[src/include/hawt_pkg.sv]
// package: register map, field layout and timing of the halt wake-up timer
package hawt_pkg;

  // ****************************************************************
  // register map
  // ****************************************************************
  localparam logic [7:0] CSR_OFS = 8'h2b;
  localparam logic [7:0] PR_OFS = 8'h2c;
  localparam logic [7:0] MASK_OFS = 8'h2d;

  // ****************************************************************
  // field positions and reset values
  // ****************************************************************
  localparam int EN_BIT = 0;
  localparam int MEAS_BIT = 1;
  localparam int FLAG_BIT = 2;
  localparam logic [7:0] CSR_RST = 8'h00;
  localparam logic [7:0] PR_RST = 8'hff;
  localparam logic [7:0] MASK_RST = 8'h00;
  localparam logic [7:0] PR_FORBIDDEN = 8'h00;

  // ****************************************************************
  // timing
  // ****************************************************************
  localparam int PRE_MULT = 64;
  localparam int CNT_W = 14;
  localparam int CLK_PERIOD_NS = 100;
  localparam int RC_STARTUP_NS = 10000;
  localparam int RC_STARTUP_CYC =
    (RC_STARTUP_NS + CLK_PERIOD_NS - 1) / CLK_PERIOD_NS;
  localparam int SU_W = 16;

  // ****************************************************************
  // types
  // ****************************************************************
  typedef enum logic [3:0] {
    ST_IDLE = 4'b0001,
    ST_START = 4'b0010,
    ST_COUNT = 4'b0100,
    ST_WAKE = 4'b1000
  } hawt_state_t;

  typedef struct packed {
    logic [7:0] addr;
    logic [7:0] wdata;
    logic wr;
    logic rd;
  } hawt_bus_req_t;

endpackage

[src/rtl/hawt_rc_sync.sv]
// module: three-flop synchroniser with edge pulse for the rc oscillator
module hawt_rc_sync (
  input wire logic ref_clk, // system clock
  input wire logic nrst, // async reset, active low
  input wire logic async_in, // level from outside the clock domain
  output logic level_ff, // filtered level
  output logic rise_ff // one-cycle pulse on a rising change
);
  logic s1_ff;
  logic s2_ff;
  logic s3_ff;

  // ****************************************************************
  // synchroniser chain
  // ****************************************************************
  // s1 feeds only s2, so metastability never reaches a decision
  always_ff @(posedge ref_clk or negedge nrst) begin
    if (!nrst) begin
      s1_ff <= 1'b0;
      s2_ff <= 1'b0;
      s3_ff <= 1'b0;
    end else begin
      s1_ff <= async_in;
      s2_ff <= s1_ff;
      s3_ff <= s2_ff;
    end
  end

  // a change counts once the second and third stages agree
  always_ff @(posedge ref_clk or negedge nrst) begin
    if (!nrst) begin
      level_ff <= 1'b0;
      rise_ff <= 1'b0;
    end else begin
      rise_ff <= (s2_ff == s3_ff) && s3_ff && !level_ff;
      if (s2_ff == s3_ff) begin
        level_ff <= s3_ff;
      end
    end
  end

endmodule

[src/rtl/hawt_timer.sv]
// module: auto wake-up timer that ends halt mode after a programmed delay
//
// Added by the designer: strobed register access.
module hawt_timer
  import hawt_pkg::*;
#(
  parameter int STARTUP_CYC = RC_STARTUP_CYC // cycles of rc start-up
) (
  input wire logic ref_clk, // 10 MHz system clock
  input wire logic nrst, // async reset, active low
  input wire hawt_pkg::hawt_bus_req_t bus_req, // register request
  output logic [7:0] rdata_ff, // read data, cycle after read
  input wire logic halt_active, // core is in halt mode
  input wire logic rc_osc_in, // wake-up rc oscillator output
  output logic rc_osc_en_ff, // runs the rc oscillator
  output logic capture_in1_ff, // timer_capture_input_1 feed
  output logic wakeup_ff, // one-cycle wake-up request
  output logic irq_ff // level interrupt
);
  import hawt_pkg::*;

  // ****************************************************************
  // elaboration checks
  // ****************************************************************
  if (STARTUP_CYC < 1 || STARTUP_CYC >= (1 << SU_W)) begin : g_su_chk
    $error("start-up count out of range");
  end
  if ((PRE_MULT * 255) >= (1 << CNT_W)) begin : g_cnt_chk
    $error("tick counter too narrow");
  end

  // ****************************************************************
  // helpers
  // ****************************************************************
  // terminal tick count: 64 rc periods per prescaler step
  function automatic logic [CNT_W-1:0] hawt_term(input logic [7:0] pr);
    hawt_term = CNT_W'(PRE_MULT) * CNT_W'(pr);
  endfunction

  function automatic logic hit(input logic [7:0] ofs);
    hit = (bus_req.addr == ofs);
  endfunction

  // ****************************************************************
  // state
  // ****************************************************************
  hawt_state_t state_ff;
  hawt_state_t nxt_state;
  logic en_ff;
  logic meas_ff;
  logic flag_ff;
  logic [7:0] pr_ff;
  logic [7:0] mask_ff;
  logic [CNT_W-1:0] tick_cnt_ff;
  logic [SU_W-1:0] su_cnt_ff;
  logic halt_d_ff;
  logic rc_level;
  logic rc_rise;
  logic halt_entry;
  logic fire;
  logic csr_rd;
  logic [7:0] csr_view;

  hawt_rc_sync u_rc_sync (
    .ref_clk(ref_clk),
    .nrst(nrst),
    .async_in(rc_osc_in),
    .level_ff(rc_level),
    .rise_ff(rc_rise)
  );

  assign halt_entry = halt_active && !halt_d_ff;
  assign csr_rd = bus_req.rd && hit(CSR_OFS);
  assign fire = (state_ff == ST_COUNT) && rc_rise &&
    (tick_cnt_ff == hawt_term(pr_ff) - CNT_W'(1));

  always_comb begin
    csr_view = 8'h00;
    csr_view[FLAG_BIT] = flag_ff;
    csr_view[MEAS_BIT] = meas_ff;
    csr_view[EN_BIT] = en_ff;
  end

  // ****************************************************************
  // register writes
  // ****************************************************************
  // only software moves the enable and measure bits
  always_ff @(posedge ref_clk or negedge nrst) begin
    if (!nrst) begin
      en_ff <= CSR_RST[EN_BIT];
      meas_ff <= CSR_RST[MEAS_BIT];
    end else if (bus_req.wr && hit(CSR_OFS)) begin
      en_ff <= bus_req.wdata[EN_BIT];
      meas_ff <= bus_req.wdata[MEAS_BIT];
    end
  end

  // a zero prescaler is ignored so the delay is never degenerate
  always_ff @(posedge ref_clk or negedge nrst) begin
    if (!nrst) begin
      pr_ff <= PR_RST;
    end else if (bus_req.wr && hit(PR_OFS) &&
                 bus_req.wdata != PR_FORBIDDEN) begin
      pr_ff <= bus_req.wdata;
    end
  end

  always_ff @(posedge ref_clk or negedge nrst) begin
    if (!nrst) begin
      mask_ff <= MASK_RST;
    end else if (bus_req.wr && hit(MASK_OFS)) begin
      mask_ff <= bus_req.wdata;
    end
  end

  // ****************************************************************
  // wake-up flag
  // ****************************************************************
  // a terminal count landing on the clearing read still sets the flag
  always_ff @(posedge ref_clk or negedge nrst) begin
    if (!nrst) begin
      flag_ff <= CSR_RST[FLAG_BIT];
    end else if (fire) begin
      flag_ff <= 1'b1;
    end else if (csr_rd) begin
      flag_ff <= 1'b0;
    end
  end

  // ****************************************************************
  // read port
  // ****************************************************************
  always_ff @(posedge ref_clk or negedge nrst) begin
    if (!nrst) begin
      rdata_ff <= 8'h00;
    end else if (bus_req.rd) begin
      if (hit(CSR_OFS)) begin
        rdata_ff <= csr_view;
      end else if (hit(PR_OFS)) begin
        rdata_ff <= pr_ff;
      end else if (hit(MASK_OFS)) begin
        rdata_ff <= mask_ff & 8'h04;
      end else begin
        rdata_ff <= 8'h00;
      end
    end else begin
      rdata_ff <= 8'h00;
    end
  end

  // ****************************************************************
  // sequencer
  // ****************************************************************
  always_ff @(posedge ref_clk or negedge nrst) begin
    if (!nrst) begin
      halt_d_ff <= 1'b0;
    end else begin
      halt_d_ff <= halt_active;
    end
  end

  always_comb begin
    nxt_state = state_ff;
    unique case (state_ff)
      ST_IDLE: begin
        if (halt_entry && en_ff) begin
          nxt_state = ST_START;
        end
      end
      ST_START: begin
        if (!halt_active || !en_ff) begin
          nxt_state = ST_IDLE;
        end else if (su_cnt_ff == '0) begin
          nxt_state = ST_COUNT;
        end
      end
      ST_COUNT: begin
        if (!halt_active || !en_ff) begin
          nxt_state = ST_IDLE;
        end else if (fire) begin
          nxt_state = ST_WAKE;
        end
      end
      ST_WAKE: begin
        if (!halt_active) begin
          nxt_state = ST_IDLE;
        end
      end
      default: nxt_state = ST_IDLE;
    endcase
  end

  always_ff @(posedge ref_clk or negedge nrst) begin
    if (!nrst) begin
      state_ff <= ST_IDLE;
    end else begin
      state_ff <= nxt_state;
    end
  end

  // start-up wait covers the oscillator settling time
  always_ff @(posedge ref_clk or negedge nrst) begin
    if (!nrst) begin
      su_cnt_ff <= '0;
    end else if (state_ff == ST_IDLE) begin
      su_cnt_ff <= SU_W'(STARTUP_CYC - 1);
    end else if (state_ff == ST_START && su_cnt_ff != '0) begin
      su_cnt_ff <= su_cnt_ff - SU_W'(1);
    end
  end

  // counts rising edges of the synchronised rc clock
  always_ff @(posedge ref_clk or negedge nrst) begin
    if (!nrst) begin
      tick_cnt_ff <= '0;
    end else if (state_ff != ST_COUNT) begin
      tick_cnt_ff <= '0;
    end else if (rc_rise) begin
      tick_cnt_ff <= tick_cnt_ff + CNT_W'(1);
    end
  end

  // ****************************************************************
  // outputs
  // ****************************************************************
  always_ff @(posedge ref_clk or negedge nrst) begin
    if (!nrst) begin
      wakeup_ff <= 1'b0;
    end else begin
      wakeup_ff <= fire;
    end
  end

  // oscillator runs for measurement or while timing a halt
  always_ff @(posedge ref_clk or negedge nrst) begin
    if (!nrst) begin
      rc_osc_en_ff <= 1'b0;
      capture_in1_ff <= 1'b0;
    end else begin
      rc_osc_en_ff <= meas_ff || (nxt_state == ST_START) ||
        (nxt_state == ST_COUNT);
      capture_in1_ff <= meas_ff && rc_level;
    end
  end

  always_ff @(posedge ref_clk or negedge nrst) begin
    if (!nrst) begin
      irq_ff <= 1'b0;
    end else begin
      irq_ff <= flag_ff && mask_ff[FLAG_BIT];
    end
  end

  // ****************************************************************
  // checks
  // ****************************************************************
  flag_set_a: assert property (
    @(posedge ref_clk) disable iff (!nrst)
    fire |=> flag_ff && wakeup_ff)
    else $error("flag or wake-up missing after terminal count");

  flag_clear_a: assert property (
    @(posedge ref_clk) disable iff (!nrst)
    csr_rd && !fire |=> !flag_ff)
    else $error("flag not cleared by status read");

  meas_route_a: assert property (
    @(posedge ref_clk) disable iff (!nrst)
    meas_ff |=> rc_osc_en_ff && (capture_in1_ff == $past(rc_level)))
    else $error("measurement routing wrong");

  meas_off_a: assert property (
    @(posedge ref_clk) disable iff (!nrst)
    !meas_ff |=> !capture_in1_ff)
    else $error("capture driven while measurement off");

  wake_enable_a: assert property (
    @(posedge ref_clk) disable iff (!nrst)
    $rose(state_ff == ST_START) |-> $past(en_ff) && $past(halt_entry))
    else $error("timing started without enable and halt entry");

  pr_store_a: assert property (
    @(posedge ref_clk) disable iff (!nrst)
    bus_req.wr && hit(PR_OFS) && bus_req.wdata != 8'h00
    |=> pr_ff == $past(bus_req.wdata))
    else $error("prescaler write not stored");

  pr_zero_a: assert property (
    @(posedge ref_clk) disable iff (!nrst)
    bus_req.wr && hit(PR_OFS) && bus_req.wdata == 8'h00
    |=> $stable(pr_ff))
    else $error("zero prescaler accepted");

  term_count_a: assert property (
    @(posedge ref_clk) disable iff (!nrst)
    wakeup_ff |-> $past(tick_cnt_ff) == hawt_term($past(pr_ff)) - 14'h1)
    else $error("wake-up at wrong tick count");

  csr_reserved_a: assert property (
    @(posedge ref_clk) disable iff (!nrst)
    csr_rd |=> rdata_ff[7:3] == 5'h00 && rdata_ff[2] == $past(flag_ff))
    else $error("status read shows wrong bits");

  startup_a: assert property (
    @(posedge ref_clk) disable iff (!nrst)
    $rose(state_ff == ST_COUNT) |-> $past(su_cnt_ff) == '0)
    else $error("counting began before start-up wait");

  irq_level_a: assert property (
    @(posedge ref_clk) disable iff (!nrst)
    irq_ff |-> $past(flag_ff) && $past(mask_ff[FLAG_BIT]))
    else $error("interrupt without unmasked flag");

  wake_pulse_a: assert property (
    @(posedge ref_clk) disable iff (!nrst)
    wakeup_ff |=> !wakeup_ff)
    else $error("wake-up request longer than one cycle");

  flag_ro_a: assert property (
    @(posedge ref_clk) disable iff (!nrst)
    bus_req.wr && hit(CSR_OFS) && !fire && !flag_ff |=> !flag_ff)
    else $error("software write set the wake-up flag");

  osc_timing_a: assert property (
    @(posedge ref_clk) disable iff (!nrst)
    state_ff == ST_COUNT |-> rc_osc_en_ff)
    else $error("oscillator off while timing halt");

  fire_c: cover property (@(posedge ref_clk) disable iff (!nrst) fire);
  meas_c: cover property (
    @(posedge ref_clk) disable iff (!nrst) meas_ff && rc_rise);
  abort_c: cover property (
    @(posedge ref_clk) disable iff (!nrst)
    state_ff == ST_COUNT && !halt_active);
  irq_c: cover property (@(posedge ref_clk) disable iff (!nrst) $rose(irq_ff));
  pr_zero_c: cover property (@(posedge ref_clk) disable iff (!nrst)
    bus_req.wr && hit(PR_OFS) && bus_req.wdata == PR_FORBIDDEN);

endmodule

[config.mk]
export PLATFORM = sky130hd
export DESIGN_NAME = hawt_timer
export DESIGN_NICKNAME = d
export VERILOG_FILES = /design/src/include/hawt_pkg.sv /design/src/rtl/hawt_rc_sync.sv /design/src/rtl/hawt_timer.sv
export SDC_FILE = /design/constraint.sdc
export NUM_CORES = 1
export LEC_CHECK = 0
export BUFFER_PORTS_ARGS = -buffer_cell sky130_fd_sc_hd__clkbuf_2
export CAP_MARGIN = 20
export CORE_MARGIN = 2
export CORE_UTILIZATION = 35
export CTS_BUF_LIST = sky130_fd_sc_hd__clkbuf_4 sky130_fd_sc_hd__clkbuf_8 sky130_fd_sc_hd__clkbuf_16
export CTS_CLUSTER_DIAMETER = 30
export CTS_CLUSTER_SIZE = 24
export DETAILED_ROUTE_END_ITERATION = 8
export GPL_ROUTABILITY_DRIVEN = 0
export HOLD_SLACK_MARGIN = 0.12
export PLACE_DENSITY = 0.6
export RECOVER_POWER = 100
export SLEW_MARGIN = 20
export SYNTH_ARGS = -nofsm -noshare
export SYNTH_HDL_FRONTEND = slang
export SYNTH_SLANG_ARGS = --single-unit
[constraint.sdc]
create_clock -name ref_clk -period 2.29 [get_ports ref_clk]
set_input_delay 0.1145 -clock ref_clk [delete_from_list [all_inputs] [get_ports ref_clk]]
set_output_delay 0.1145 -clock ref_clk [all_outputs]
set_load 0.05 [all_outputs]
==> results.py <==
metrics = {
    "grt": {
        "grt_pass1_vias": 2352,
        "antenna_found_initial": 0,
        "grt_start_max_net_pins": 29,
        "grt_pass1_wl_mm": 10.94,
        "grt_usage_pct": 14.11,
        "globalRouteOverflowTotal": 0,
    },
    "power": {
        "seq_power_share_pct": 50.2,
        "p_comb_share_pct": 6.4,
        "p_clk_share_pct": 43.4,
        "internal-power_w": 0.001785,
        "vdd_drop_max_mv": 0.2934,
        "power.density_nw_per_um2": 621.8,
        "switchingPower_w": 0.0005577,
        "leakage_nw": 1.581,
        "total_power_w": 0.002343,
        "switching_share_pct": 23.81,
    },
    "routing": {
        "drt_iter0_drc": 133,
        "routedWlPerCell_microns": 13.80,
        "num_vias": 2301,
        "vias_per_cell": 5.013,
        "drc": 0,
        "dr.pass1.iters": 4,
        "antenna_left": 0,
        "wirelength_mm": 6.333,
    },
    "die": {
        "fp.dieW_microns": 98.14,
        "num_rows": 34,
        "num_io_pins": 34,
        "initial_core_util_pct": 35.74,
        "dieArea_sq_um": 9631,
        "fp.dieH_microns": 98.14,
        "core-area_sq_um": 8678,
    },
    "sta": {
        "fin_skew_ns": 0.01036,
        "final.min_clock_period_ns": 2.167,
        "whs_ns": 0.1430,
        "finalSetupViolCount": 0,
        "fin_crit_sh_pct": 94.63,
        "max_slew_margin_pct": 5.336,
        "hold_viol": 0,
        "drv_slew": 0,
        "max_freq_ghz": 0.4615,
        "worst_pin_slew_ns": 1.420,
        "rsz0062_at_grt": "false",
    },
    "clock_tree": {
        "cts_root_buffer": "clkbuf_8",
        "cts_tree": "built",
        "cts_buffers": 9,
        "clock_path_buffers": 2,
        "clkLatencyLatePin_ns": 0.34,
        "h-tree-depth": 3,
        "path_clk_slew_ns": 0.07,
        "clkSinkCount": 64,
    },
    "synthesis": {
        "synthCells": 286,
        "ys_types": 52,
        "synth_area_leaders": "dfrtp_1 (44%), dfstp_2 (7.6%), mux2_2 (4.7%)",
        "synth_edf_count": 0,
        "synth_flop_cell": "dfrtp_1",
        "synth_warnings": 0,
        "ys_async_sr_fraction_pct": 100.0,
        "syn-num-nets": 312,
        "avgSynthCellArea_sq_um": 10.85,
        "synth_area_leader_cell": "dfrtp_1",
        "synth_top_area_share_pct": 44.37,
        "synth_area_sq_um": 3102,
        "synth_seq_cells": 64,
        "yosysSeqAreaShare_pct": 52.00,
    },
    "final_layout": {
        "final_net_count": 372,
        "drive_gt1_share_pct": 20.23,
        "synthToLayoutAreaGrowth_pct": 21.46,
        "fin_util_pct": 43.41,
        "fillers": 843,
        "diodes": 0,
        "final_area_sq_um": 3767,
        "finalNonFillerCells": 459,
    },
    "worst_hold_path": {
        "min_path_cells": 3,
        "min_to": "mask_ff[2]",
        "hp-class": "in2reg",
        "min_from": "bus_req[1]",
    },
    "worst_setup_path": {
        "r2r-start": "su_cnt_ff[6]",
        "worstSetupPathType": "reg2reg",
        "max_stage_delay_ns": 0.63,
        "crit_family": "simple AND/OR/NAND/NOR gates",
        "cp-start-kind": "register",
        "path_buf_inv": 0,
        "arrival_ns": 2.40,
        "cp-end-kind": "register",
        "worstRegToRegCells": 5,
        "crit_slowest_cell": "or4_1",
        "crit_chain": "or4_1 > or2_2 > o21ai_1 > o21ai_0 > and3_1",
        "cp.required_ns": 2.52,
        "r2r_slack_ns": 0.12,
        "crit_fanout": 5,
        "r2r_end": "state_ff[1]",
    },
    "place": {
        "dpl_cell_area_sq_um": 3458,
        "port_buffers": 33,
        "dp_cells": 430,
        "dp_hpwl_mm": 4.324,
    },
    "run_status": {
        "status": "complete, no violations",
    },
    "job": {
        "maxCapViolations": 0,
    },
}
==> cells in the final DEF (no fill, tap or decap), types with 2 or more instances in the layout <==
cell type / n
dfrtp_1: 55
nor2_1: 29
nand2_1: 22
clkbuf_2: 20
clkbuf_1: 17
xor2_1: 16
mux2_2: 13
xnor2_1: 12
dlygate4sd3_1: 12
clkbuf_8: 11
dfstp_2: 9
nor3_1: 8
nor4_1: 8
o21ai_0: 8
nand4_1: 7
or3_1: 7
nand3_1: 7
inv_1: 6
a21oi_1: 6
or4_1: 4
nor2b_1: 4
and2_1: 4
mux2i_1: 4
ha_1: 4
buf_4: 4
nor4b_1: 3
and2_0: 3
and3_1: 3
o211ai_1: 3
nand2b_1: 2
or2_2: 2
nor3b_1: 2
or4b_1: 2
nor3_2: 2
o31ai_1: 2
a32o_1: 2
clkinvlp_4: 2
clkinv_2: 2
==> logic make-up (layout without fill, tap and decap cells) <==
family / after synthesis / count (layout) / share of synthesized area, %
DFF: 64 / 64 / 52.00
buffers and inverters: 12 / 77 / 1.492
and+or+nand+nor: 124 / 124 / 21.58
AOI/OAI and AO/OA: 36 / 36 / 8.633
muxes: 17 / 17 / 6.011
xor gates and xnor gates: 29 / 29 / 8.673
adders and majority gates: 4 / 4 / 1.614
==> power groups by stage <==
stage / Clock, W / Combinational (W) / Sequential [W]
after floorplan: 0 / 0.0000687 / 0.00119
after global placement: 0 / 0.000134 / 0.00120
after detailed placement: 0 / 0.000136 / 0.00120
after CTS: 0.00105 / 0.000153 / 0.00118
after global routing: 0.00109 / 0.000168 / 0.00118
final: 0.00102 / 0.000150 / 0.00118
==> per-layer routing <==
metal	up-vias	wire length (microns)	GRT usage, %
met3	10	271	3.579
li1	1152	-	-
met2	45	2729	21.55
met5	-	0	0
met1	1094	3194	18.62
met4	0	137	7.271
==> repair_timing <==
action,4_1_cts,5_1_grt
buffers inserted,0,1
hold buffers,12,0
hold endpoints to repair,45,0
endpoints found under the setup margin,2,4
pin swaps,1,2
gates resized for setup,0,3
gates cloned,0,0
==> sequential cells by signal, summed over array words and instances (netlist names) <==
signal              flops
u_rc_sync.rise_ff       1
state_ff                4
u_rc_sync.s2_ff         1
pr_ff                   8
su_cnt_ff              16
flag_ff                 1
en_ff                   1
wakeup_ff               1
tick_cnt_ff            14
irq_ff                  1
u_rc_sync.s3_ff         1
rdata_ff                8
halt_d_ff               1
u_rc_sync.s1_ff         1
meas_ff                 1
capture_in1_ff          1
rc_osc_en_ff            1
mask_ff                 1
u_rc_sync.level_ff      1
==> worst min-delay path, stage by stage <==
cell and delay (ns):
clkbuf_2 0.10, nand3_1 0.08, mux2_2 0.15
==> metrics by stage <==
stage | setup WS [ns] | TNS (ns)
after floorplan | 0.2072 | 0
after global placement | 0.09304 | 0
final | 0.1230 | 0
after global routing | 0.002321 | 0
after detailed placement | -0.03036 | -0.03036
after CTS | 0.02394 | 0
==> Yosys cell counts (all sizes together), types with 5 or more instances <==
cell type / n
nand4: 7
clkbuf: 5
mux2: 13
nor3: 10
nand2: 22
nor4: 9
xnor2: 12
nand3: 7
and2: 7
inv: 6
a21oi: 6
dfstp: 9
o21ai: 9
nor2: 29
xor2: 16
or3: 7
dfrtp: 55
==> cell type report <==
cell class / instances / area, sq um / share of cell area (%)
Sequential cell: 64 / 1613 / 42.81
Multi-Input combinational cell: 210 / 1451 / 38.53
Timing Repair Buffer: 55 / 339.1 / 9.000
Clock buffer: 11 / 151.4 / 4.019
Tap cell: 108 / 135.1 / 3.587
Clock inverter: 5 / 55.05 / 1.461
Inverter: 6 / 22.52 / 0.5978
==> how the worst max path moves through the flow <==
stage / from / end / slack (ns) / cells after the start
2_1_floorplan: pr_ff[0] / rc_osc_en_ff / 0.21 / 7
3_3_place_gp: pr_ff[0] / rc_osc_en_ff / 0.09 / 7
3_5_place_dp: pr_ff[0] / rc_osc_en_ff / -0.03 / 7
4_1_cts: pr_ff[0] / rc_osc_en_ff / 0.02 / 6
5_1_grt: su_cnt_ff[6] / su_cnt_ff[3] / 0.002 / 5
6_report: su_cnt_ff[6] / state_ff[1] / 0.12 / 5
Note: power is estimated with default switching activity, not from simulation.
